`src/fifo_if_cfg.svh`:
```
`ifndef FIFO_IF_CFG_SVH
`define FIFO_IF_CFG_SVH
// register indices, same map on both ports
`define REG_DATA      4'h0
`define REG_COUNT     4'h1
`define REG_THRESH    4'h2
`define REG_CTRL      4'h3
`define REG_ISTS      4'h4
`define REG_IMASK     4'h5
`define REG_MSG_OUT   4'h6
`define REG_MSG_IN    4'h7
`define REG_VEC       4'h8
`define REG_MODE      4'h9
// control register bits
`define CTRL_DIR      0
`define CTRL_P2SEL_LO 1
`define CTRL_P2SEL_HI 2
`define CTRL_DMA_EN   3
`define CTRL_DMA_STRT 4
`define CTRL_DMA_GO   5
`define CTRL_GOUT_A   6
`define CTRL_GOUT_B   7
// interrupt status and mask bits
`define IRQ_MATCH     0
`define IRQ_OVF       1
`define IRQ_UNF       2
`define IRQ_EMPTY     3
`define IRQ_FULL      4
`define IRQ_MSG       5
`define IRQ_W         6
// port 2 protocol codes
`define P2_MUX        2'h0
`define P2_NONMUX     2'h1
`define P2_HS3        2'h2
`define P2_HS2        2'h3
// port 1 protocol codes from the select pins
`define P1_MUX_LO     2'h0
`define P1_MUX_HI     2'h1
`define P1_NONMUX     2'h2
`define RDATA_IDLE    8'h00
`endif

```
`src/fifo_if_pkg.sv`:
```
package fifo_if_pkg;

  // one register access from a host
  typedef struct packed {
    logic       rd;
    logic       wr;
    logic [3:0] addr;
    logic [7:0] wdata;
  } bus_req_s;

  typedef enum logic [1:0] {
    HS_IDLE = 2'b00,
    HS_WAIT = 2'b01,
    HS_REL  = 2'b10
  } hs_state_e;

  // per-port programmable state
  typedef struct packed {
    logic [7:0] thresh;
    logic [7:0] ctrl;
    logic [5:0] ists;
    logic [5:0] imask;
    logic [7:0] msg;
    logic [7:0] vec;
    logic [7:0] rdata;
    logic       match_q;
    logic       dma_run;
  } port_s;

endpackage : fifo_if_pkg

```
`src/dual_port_fifo_interface.sv`:
```
// What this block does
// - shared 128x8 store, one write and one read may happen together
// - write and read pointers address store; fill count is their difference
// - each port reads the fill count from its own status register
// - threshold equal to count raises interrupt and starts or stops DMA
// - two message registers, one per direction, bypass the store
// - each port has sixteen register slots choosing protocol and pins
// - port 1 protocol from two pins, port 2 from port 1 control bits
// - twelve mode combinations decoded from pins and control bits
// - handshake protocols only on port 2, replacing bus control pins
// - empty, full and request/wait outputs pace transfers without polling
// - interrupts on match, overflow, underflow and buffer status changes
// - empty/full lines let devices stack in width and chain in depth
// - full status readable so blocks move by DMA, interrupt or polling
//
// Decided for this implementation: the register offsets and the plain strobed port.
`timescale 1ns/1ns
`default_nettype none
`include "fifo_if_cfg.svh"

module dual_port_fifo_interface
  import fifo_if_pkg::*;
#(
  parameter int DEPTH = 128
)(
  input  wire logic     i_sys_clk,
  input  wire logic     i_sys_rst,
  input  wire bus_req_s i_p1_bus,
  input  wire bus_req_s i_p2_bus,
  output logic [7:0]    o_p1_rdata,
  output logic [7:0]    o_p2_rdata,
  input  wire logic     i_port1_select_pin_low,
  input  wire logic     i_port1_select_pin_high,
  input  wire logic     i_clear,
  input  wire logic     i_data_dir,
  input  wire logic     i_general_input_line,
  input  wire logic     i_handshake_acknowledge_in,
  input  wire logic     i_handshake_valid_or_accepted,
  input  wire logic     i_handshake_accepted_or_ready,
  input  wire logic [7:0] i_hs_data,
  output logic [7:0]    o_hs_data,
  output logic          o_handshake_ready_or_valid,
  output logic          o_empty,
  output logic          o_full,
  output logic [1:0]    o_request_or_wait_out,
  output logic [1:0]    o_irq,
  output logic          o_general_output_line_a,
  output logic          o_general_output_line_b
);

  localparam int AW = $clog2(DEPTH);

  typedef struct packed {
    port_s [1:0] p;
    logic [AW:0] wp;
    logic [AW:0] rp;
    hs_state_e   hs;
    logic [7:0]  hs_dout;
    logic        empty_q;
    logic        full_q;
  } state_s;

  state_s          r;
  state_s          r_nxt;
  logic [7:0]      mem [DEPTH];           // storage, no reset needed
  bus_req_s [1:0]  bus;
  logic [AW:0]     count;
  logic [AW:0]     count_nxt;
  logic            empty;
  logic            full;
  logic [1:0]      p2mode;
  logic [1:0]      p1mode;
  logic            hs_mode;
  logic            hs_three;
  logic            wrp;
  logic            rdp;
  logic            hs_ack;
  logic            hs_push;
  logic            hs_pop;
  logic            push_req;
  logic            pop_req;
  logic            push;
  logic            pop;
  logic [7:0]      push_data;
  logic [1:0][5:0] ev;
  logic [1:0]      match;

  assign bus = {i_p2_bus, i_p1_bus};

  ////////////////////////////////////////////////////////////////////////////
  // mode decode and fill count
  assign count    = r.wp - r.rp;
  assign empty    = (count == '0);
  assign full     = (count == (AW+1)'(DEPTH));
  assign p1mode   = {i_port1_select_pin_high, i_port1_select_pin_low};
  assign p2mode   = r.p[0].ctrl[`CTRL_P2SEL_HI:`CTRL_P2SEL_LO];
  assign hs_mode  = (p2mode == `P2_HS3) || (p2mode == `P2_HS2);
  assign hs_three = (p2mode == `P2_HS3);
  // in handshake mode the direction pin replaces the control bit
  assign wrp      = hs_mode ? i_data_dir : r.p[0].ctrl[`CTRL_DIR];
  assign rdp      = ~wrp;
  assign hs_ack   = hs_three ? i_handshake_valid_or_accepted
                             : i_handshake_acknowledge_in;

  ////////////////////////////////////////////////////////////////////////////
  // push and pop; a refused access leaves the pointers alone
  always_comb
  begin
    push_req  = (hs_mode && wrp) ? hs_push
                                 : (bus[wrp].wr && bus[wrp].addr == `REG_DATA);
    pop_req   = (hs_mode && rdp) ? hs_pop
                                 : (bus[rdp].rd && bus[rdp].addr == `REG_DATA);
    push      = push_req && !full;
    pop       = pop_req && !empty;
    push_data = (hs_mode && wrp) ? i_hs_data : bus[wrp].wdata;
  end

  ////////////////////////////////////////////////////////////////////////////
  // whole next state
  always_comb
  begin
    logic [5:0] pend;
    logic [2:0] code;
    pend    = '0;
    code    = '0;
    r_nxt   = r;
    hs_push = 1'b0;
    hs_pop  = 1'b0;
    // interlocked handshake on port 2, data either way
    case (r.hs)
      HS_IDLE:
      begin
        if (hs_mode && rdp)
        begin
          // three-wire waits for the listener to be ready first
          if (!empty && (!hs_three || i_handshake_accepted_or_ready))
          begin
            hs_pop    = 1'b1;
            r_nxt.hs_dout = mem[r.rp[AW-1:0]];
            r_nxt.hs  = HS_WAIT;
          end
        end
        else if (hs_mode && hs_ack && !full)
        begin
          hs_push  = 1'b1;
          r_nxt.hs = HS_REL;
        end
      end
      HS_WAIT:
      begin
        if (!hs_mode || hs_ack)
          r_nxt.hs = hs_mode ? HS_REL : HS_IDLE;
      end
      HS_REL:
      begin
        if (!hs_mode || !hs_ack)
          r_nxt.hs = HS_IDLE;
      end
      default:
        r_nxt.hs = HS_IDLE;
    endcase
    // pointers move independently, so both may step together
    if (push)
      r_nxt.wp = r.wp + 1'b1;
    if (pop)
      r_nxt.rp = r.rp + 1'b1;
    if (hs_mode && i_clear)
    begin
      r_nxt.wp = '0;
      r_nxt.rp = '0;
      r_nxt.hs = HS_IDLE;
    end
    count_nxt     = r_nxt.wp - r_nxt.rp;
    r_nxt.empty_q = (count_nxt == '0);
    r_nxt.full_q  = (count_nxt == (AW+1)'(DEPTH));
    // per-port registers and events
    for (int k = 0; k < 2; k++)
    begin
      match[k] = (8'(count) == r.p[k].thresh);
      ev[k] = '0;
      ev[k][`IRQ_MATCH] = match[k] && !r.p[k].match_q;
      ev[k][`IRQ_OVF]   = (1'(k) == wrp) && push_req && full;
      ev[k][`IRQ_UNF]   = (1'(k) == rdp) && pop_req && empty;
      ev[k][`IRQ_EMPTY] = r_nxt.empty_q != r.empty_q;
      ev[k][`IRQ_FULL]  = r_nxt.full_q != r.full_q;
      ev[k][`IRQ_MSG]   = bus[1-k].wr && bus[1-k].addr == `REG_MSG_OUT;
      r_nxt.p[k].match_q = match[k];
      // set wins over a write-one clear in the same cycle
      r_nxt.p[k].ists = r.p[k].ists | ev[k];
      if (bus[k].wr)
      begin
        case (bus[k].addr)
          `REG_THRESH:  r_nxt.p[k].thresh = bus[k].wdata;
          `REG_CTRL:
          begin
            r_nxt.p[k].ctrl    = bus[k].wdata;
            r_nxt.p[k].dma_run = bus[k].wdata[`CTRL_DMA_GO];
          end
          `REG_ISTS:
            r_nxt.p[k].ists = (r.p[k].ists & ~bus[k].wdata[5:0]) | ev[k];
          `REG_IMASK:   r_nxt.p[k].imask = bus[k].wdata[5:0];
          `REG_MSG_OUT: r_nxt.p[k].msg = bus[k].wdata;
          `REG_VEC:     r_nxt.p[k].vec = bus[k].wdata;
          default:      r_nxt.p[k] = r_nxt.p[k];
        endcase
      end
      // threshold starts or stops dma as the control bits ask
      if (ev[k][`IRQ_MATCH] && r.p[k].ctrl[`CTRL_DMA_EN])
        r_nxt.p[k].dma_run = r.p[k].ctrl[`CTRL_DMA_STRT];
      pend = r.p[k].ists & r.p[k].imask;
      code = '0;
      for (int j = `IRQ_W - 1; j >= 0; j--)
        if (pend[j])
          code = 3'(j);
      r_nxt.p[k].rdata = `RDATA_IDLE;
      if (bus[k].rd)
      begin
        case (bus[k].addr)
          `REG_DATA:
            r_nxt.p[k].rdata = (1'(k) == rdp && pop && !(hs_mode && k == 1))
                               ? mem[r.rp[AW-1:0]] : `RDATA_IDLE;
          `REG_COUNT:   r_nxt.p[k].rdata = 8'(count);
          `REG_THRESH:  r_nxt.p[k].rdata = r.p[k].thresh;
          `REG_CTRL:    r_nxt.p[k].rdata = r.p[k].ctrl;
          `REG_ISTS:    r_nxt.p[k].rdata = {2'b00, r.p[k].ists};
          `REG_IMASK:   r_nxt.p[k].rdata = {2'b00, r.p[k].imask};
          `REG_MSG_OUT: r_nxt.p[k].rdata = r.p[k].msg;
          `REG_MSG_IN:  r_nxt.p[k].rdata = r.p[1-k].msg;
          `REG_VEC:     r_nxt.p[k].rdata = {r.p[k].vec[7:3], code};
          `REG_MODE:
            r_nxt.p[k].rdata = {i_general_input_line, r.full_q, r.empty_q,
                                r.p[k].dma_run, 2'b00,
                                (k == 0) ? p1mode : p2mode};
          default:      r_nxt.p[k].rdata = `RDATA_IDLE;
        endcase
      end
    end
  end

  ////////////////////////////////////////////////////////////////////////////
  // state register
  always_ff @(posedge i_sys_clk or posedge i_sys_rst)
  begin
    if (i_sys_rst)
    begin
      r         <= '0;
      r.empty_q <= 1'b1;
    end
    else
      r <= r_nxt;
  end

  // storage write port; read side uses the other pointer
  always_ff @(posedge i_sys_clk)
  begin
    if (push)
      mem[r.wp[AW-1:0]] <= push_data;
  end

  ////////////////////////////////////////////////////////////////////////////
  // outputs
  always_comb
  begin
    for (int k = 0; k < 2; k++)
    begin
      // writer asks while room, reader while data; dma gates both
      o_request_or_wait_out[k] =
        ((1'(k) == wrp) ? !r.full_q : !r.empty_q) &&
        (!r.p[k].ctrl[`CTRL_DMA_EN] || r.p[k].dma_run);
      o_irq[k] = |(r.p[k].ists & r.p[k].imask);
    end
  end
  assign o_p1_rdata = r.p[0].rdata;
  assign o_p2_rdata = r.p[1].rdata;
  assign o_hs_data  = r.hs_dout;
  assign o_empty    = r.empty_q;
  assign o_full     = r.full_q;
  assign o_general_output_line_a = r.p[1].ctrl[`CTRL_GOUT_A];
  assign o_general_output_line_b = r.p[1].ctrl[`CTRL_GOUT_B];
  assign o_handshake_ready_or_valid = hs_mode &&
    (rdp ? (r.hs == HS_WAIT) : (r.hs == HS_IDLE && !r.full_q));
endmodule : dual_port_fifo_interface
`default_nettype wire

```
`config.mk`:
```
export PLATFORM = sky130hd
export DESIGN_NAME = dual_port_fifo_interface
export DESIGN_NICKNAME = d
export VERILOG_FILES = /design/src/fifo_if_pkg.sv /design/src/dual_port_fifo_interface.sv
export VERILOG_INCLUDE_DIRS = /design/src
export SDC_FILE = /design/constraint.sdc
export NUM_CORES = 1
export LEC_CHECK = 0
export BUFFER_PORTS_ARGS = -buffer_cell sky130_fd_sc_hd__buf_2
export CELL_PAD_IN_SITES_DETAIL_PLACEMENT = 0
export CELL_PAD_IN_SITES_GLOBAL_PLACEMENT = 1
export CORE_MARGIN = 5
export CORE_UTILIZATION = 57
export CTS_BUF_LIST = sky130_fd_sc_hd__clkbuf_8
export CTS_CLUSTER_DIAMETER = 150
export DETAILED_ROUTE_END_ITERATION = 7
export PLACE_DENSITY = 0.81
export SYNTH_ARGS = -nofsm -noshare
export SYNTH_HDL_FRONTEND = slang
export SYNTH_SLANG_ARGS = --single-unit
```
`constraint.sdc`:
```
create_clock -name i_sys_clk -period 7.46 [get_ports i_sys_clk]
set_input_delay 0.746 -clock i_sys_clk [delete_from_list [all_inputs] [get_ports i_sys_clk]]
set_output_delay 0.746 -clock i_sys_clk [all_outputs]
set_load 0.005 [all_outputs]
```
==> impl_table.tex <==
\begin{tabular}{lr}
\hline
Metric & Value \\
\hline
\multicolumn{2}{l}{\textbf{Floorplanning}} \\
\quad Number of top-level pins & 79 \\
\quad Total Die Area & 0.0889 sq mm \\
\quad Die Height & 298 um \\
\quad Overall die width & 298 um \\
\quad Core area & 0.0822 sq mm \\
\quad Row count & 105 \\
\quad Initial Utilization & 0.576 \\
\multicolumn{2}{l}{\textbf{Clock tree}} \\
\quad Latest clock arrival within the worst-skew pair & 0.86 ns \\
\quad Clock root cell & sky130\_fd\_sc\_hd\_\_clkbuf\_8 \\
\quad TritonCTS clock tree & yes \\
\quad Post-CTS setup buffers & 0 \\
\quad CTS max path bufs & 3 \\
\quad TritonCTS buffer count & 181 \\
\quad H-tree depth & 4 \\
\quad Post-CTS Resized & 0 \\
\quad Register clock-pin slew on the reported worst setup and hold paths & 0.06 ns \\
\quad CTS sink cnt & 1,154 \\
\quad Cts hold-fix bufs & 1 \\
\multicolumn{2}{l}{\textbf{Global route}} \\
\quad Largest net degree at the start of global routing & 105 \\
\quad Global-route wire length before repair & 170,000 um \\
\quad Residual overflow from global routing & 0 \\
\quad Antenna violations before repair & 5 \\
\quad All-Layer GR Usage & 0.258 \\
\quad Vias in the first global route & 25,200 \\
\multicolumn{2}{l}{\textbf{Critical path}} \\
\quad Highest fanout seen on the critical path & 18 \\
\quad Arrival time at the worst endpoint & 6.89 ns \\
\quad Kind of end point of the critical path & flop \\
\quad Cell with the largest stage delay on the worst path & sky130\_fd\_sc\_hd\_\_dfrtp\_1 \\
\quad Worst Setup Path Type & reg2reg \\
\quad Crit path buffers/inverters & 1 \\
\quad Sort of element at the start of the critical path & flop \\
\quad Cell type group with the largest total delay on the critical path & simple AND/OR/NAND/NOR gates \\
\quad Count of cells along the worst register-to-register path & 21 \\
\quad Required time worst endpoint & 8.17 ns \\
\quad Crit-path cells & inv\_1, ha\_1, nand2\_1, a211oi\_1, o21ai\_0, a2111oi\_4, nand3\_1, and2\_1, nor2\_1, a21oi\_1, or2\_2, ha\_1, nor2b\_1, o21ai\_0, nand2\_1, or3\_1, a21oi\_1, nand3\_1, nand2\_1, a21oi\_1, a311oi\_1 \\
\quad Crit-path max cell delay & 0.94 ns \\
\quad Crit path depth & 21 \\
\multicolumn{2}{l}{\textbf{Timing}} \\
\quad Least-Margin Pin Slew & 1.26 ns \\
\quad Number of endpoints failing setup at the final stage & 0 \\
\quad Portion of the clock cycle consumed by the worst path in the final layout & 0.827 \\
\quad Final critical path time including I/O delays and setup & 6.17 ns \\
\quad Achievable Freq & 162 MHz \\
\quad Total Neg Setup Slack & 0 ns \\
\quad RSZ-0062 raised after global routing & false \\
\quad Min setup slack post-route & 1.29 ns \\
\quad Final Hold Violating Endpoints & 0 \\
\quad Final count of pins violating max slew & 0 \\
\quad Rel. slew slack & 0.159 \\
\quad Skew final & 0.0596 ns \\
\quad Hold Worst Slack & 0.232 ns \\
\multicolumn{2}{l}{\textbf{Route}} \\
\quad Residual DRC count & 0 \\
\quad Length of the first detailed-routing pass in iterations & 5 \\
\quad Post-detailed-route via-to-cell ratio & 6.50 \\
\quad Via count of the routed design & 24,700 \\
\quad Average detailed-routed wire length per instance & 30.0 um \\
\quad Final antenna-violating net count & 0 \\
\quad Initial DRC Count & 3,069 \\
\quad Total detailed-routing wirelength & 114,000 um \\
\multicolumn{2}{l}{\textbf{Pwr}} \\
\quad Largest voltage drop on the vdd net & 208 uV \\
\quad Proportion of power drawn by the clock network & 0.292 \\
\quad Power density of the placed cells & 332 mW/mm\^{}2 \\
\quad Static Leak & 17.0 nW \\
\quad Sw Ratio & 0.303 \\
\quad Net load switching power & 5.24 mW \\
\quad Power share of the sequential group & 0.452 \\
\quad Gate power share & 0.256 \\
\quad Power consumption & 17.3 mW \\
\quad Power Internal & 12.1 mW \\
\multicolumn{2}{l}{\textbf{Logic synthesis}} \\
\quad Synthesized Nets & 2,499 \\
\quad Cells after synthesis & 2,435 \\
\quad Proportion of synthesized chip area in sequential cells & 0.718 \\
\quad Count of synthesis-stage warnings from yosys & 0 \\
\quad Cell types occupying the most area after synthesis & sky130\_fd\_sc\_hd\_\_edfxtp\_1, sky130\_fd\_sc\_hd\_\_mux4\_2, sky130\_fd\_sc\_hd\_\_dfrtp\_1 \\
\quad Number of synthesized flops with an enable pin & 1,024 \\
\quad Yosys top cell by area & sky130\_fd\_sc\_hd\_\_edfxtp\_1 \\
\quad Total standard cell area after synthesis & 0.0473 sq mm \\
\quad Ys async rst share & 0.113 \\
\quad Portion of synthesized cell area occupied by the leading cell type & 0.650 \\
\quad Yosys reg bits & 1,154 \\
\quad Dominant synthesized flop cell & sky130\_fd\_sc\_hd\_\_edfxtp\_1 \\
\quad Synthesized area per cell & 19.4 sq um \\
\quad Unique cell type count in the Yosys netlist & 66 \\
\multicolumn{2}{l}{\textbf{Placed design}} \\
\quad Standard cell area after detailed placement & 0.0486 sq mm \\
\quad Routability congestion estimate from global placement & 0.907 \\
\quad IO buf count & 78 \\
\quad DP Cell Count & 3,466 \\
\quad Placed wire-length estimate & 71,200 um \\
\quad Worst Setup Slack post-DPL & 1.46 ns \\
\multicolumn{2}{l}{\textbf{Final layout}} \\
\quad Fraction of layout instances using a drive strength above 1 & 0.287 \\
\quad Design Area, Final & 0.0521 sq mm \\
\quad Number of fill cells in the layout & 5,643 \\
\quad Area growth from synthesis to final layout & 10.0\% \\
\quad Non-filler cells, final & 3,801 \\
\quad Post-layout nets & 2,644 \\
\quad Fin util & 0.633 \\
\multicolumn{2}{l}{\textbf{Worst hold path}} \\
\quad Instance count along the most critical hold path & 2 \\
\quad Type of the tightest min-delay check & in2reg \\
\multicolumn{2}{l}{\textbf{Run status}} \\
\quad Outcome & finished, final reports clean \\
\multicolumn{2}{l}{\textbf{Flow run}} \\
\quad Max cap viols & 0 \\
\hline
\end{tabular}
## path summary, 6_finish.rpt
check	start	end	slack [ns]
hold / removal	i_p2_bus[6]	r[106]	0.23
setup reg to reg	r[16]	r[63]	1.29
hold reg to reg	r[99]	r[99]	0.51
min in group asynchronous	i_sys_rst	o_hs_data[2]	0.56
max in group asynchronous	i_sys_rst	r[57]	5.63
setup / recovery	r[16]	r[63]	1.29
## sequential cells by signal (all words and copies together), names as in the netlist
register                 count
mem                       1024
o_empty                      1
o_full                       1
o_general_output_line_a      1
o_general_output_line_b      1
o_hs_data                    8
o_p1_rdata                   8
o_p2_rdata                   8
p2mode                       2
r                          100
## metal layers
| metal | wire (um) | track usage | share of wire | up-vias |
|---|---|---|---|---|
| met4 | 2890 | 0.0806 | 0.025 | 2 |
| met2 | 54700 | 0.393 | 0.48 | 1265 |
| li1 | - | - | - | 10200 |
| met5 | 53 | 0 | 0.00046 | - |
| met1 | 46800 | 0.391 | 0.41 | 13000 |
| met3 | 9550 | 0.0447 | 0.084 | 184 |
## layout make-up
type,count,area (sq um),area share
antenna,3,7.51,0.000144
clock buffer,191,2630,0.0505
clock inverter,140,797,0.0153
inverter,21,86.3,0.00166
multi-input combinational,1111,12600,0.241
sequential,1154,34000,0.653
tap,1070,1340,0.0257
timing repair buffer,111,641,0.0123
## kinds of logic after synthesis
logic type      synth area share
compound gates            0.0261
mux                        0.183
buf+inv                   0.0178
fa+ha+maj                0.00492
xor+xnor                 0.00775
simple gates              0.0418
flops                      0.718
## synth_stat cells, types with 3 or more instances
master                     number
sky130_fd_sc_hd__nor2_1       211
sky130_fd_sc_hd__a32o_1         3
sky130_fd_sc_hd__o211ai_1       3
sky130_fd_sc_hd__a311oi_1       4
sky130_fd_sc_hd__edfxtp_1    1024
sky130_fd_sc_hd__buf_2         15
sky130_fd_sc_hd__a211oi_1       6
sky130_fd_sc_hd__and2_1         5
sky130_fd_sc_hd__and3b_1        3
sky130_fd_sc_hd__nand3b_1       4
sky130_fd_sc_hd__a32oi_1        8
sky130_fd_sc_hd__xnor2_1       29
sky130_fd_sc_hd__inv_1         20
sky130_fd_sc_hd__nand3_1       28
sky130_fd_sc_hd__o22ai_1       18
sky130_fd_sc_hd__a221oi_1      13
sky130_fd_sc_hd__nand2_1       90
sky130_fd_sc_hd__a21o_1         5
sky130_fd_sc_hd__a21boi_0       5
sky130_fd_sc_hd__or2_2          6
sky130_fd_sc_hd__buf_1         16
sky130_fd_sc_hd__a31oi_1       12
sky130_fd_sc_hd__nor3b_1        3
sky130_fd_sc_hd__mux2i_1       19
sky130_fd_sc_hd__a21oi_1       36
sky130_fd_sc_hd__nor2b_1       21
sky130_fd_sc_hd__nor3_1        17
sky130_fd_sc_hd__a22oi_1       17
sky130_fd_sc_hd__nand2b_1      13
sky130_fd_sc_hd__nand4_1       14
sky130_fd_sc_hd__mux2_2        77
sky130_fd_sc_hd__or3_1          4
sky130_fd_sc_hd__mux4_2       338
sky130_fd_sc_hd__xor2_1        11
sky130_fd_sc_hd__and3_1        12
sky130_fd_sc_hd__buf_6          4
sky130_fd_sc_hd__nor4_1         3
sky130_fd_sc_hd__dfrtp_1      129
sky130_fd_sc_hd__buf_4         42
sky130_fd_sc_hd__ha_1          17
sky130_fd_sc_hd__a221o_1        3
sky130_fd_sc_hd__o21ai_0       25
sky130_fd_sc_hd__a31o_2         3
sky130_fd_sc_hd__clkbuf_1      72
## power groups by stage
stage	logic (mW)	clock network [mW]	registers, mW
after floorplan	3.15	0	7.86
after global placement	4.34	0	7.93
after detailed placement	4.45	0	7.94
after CTS	4.45	5.13	7.81
after global routing	4.70	5.45	7.83
final	4.43	5.05	7.82
## cell usage in the layout (no fill, tap or decap), types with 19 or more instances in the layout
master	Yosys	layout
sky130_fd_sc_hd__a21oi_1	36	35
sky130_fd_sc_hd__buf_2	15	78
sky130_fd_sc_hd__buf_4	42	32
sky130_fd_sc_hd__clkbuf_8	0	191
sky130_fd_sc_hd__clkinv_1	0	38
sky130_fd_sc_hd__dfrtp_1	129	126
sky130_fd_sc_hd__edfxtp_1	1024	1024
sky130_fd_sc_hd__inv_1	20	84
sky130_fd_sc_hd__mux2_2	77	77
sky130_fd_sc_hd__mux2i_1	19	19
sky130_fd_sc_hd__mux4_2	338	338
sky130_fd_sc_hd__nand2_1	90	89
sky130_fd_sc_hd__nand3_1	28	26
sky130_fd_sc_hd__nor2_1	211	204
sky130_fd_sc_hd__nor2b_1	21	21
sky130_fd_sc_hd__o21ai_0	25	25
sky130_fd_sc_hd__xnor2_1	29	29
(Power assumes the default switching activity.)
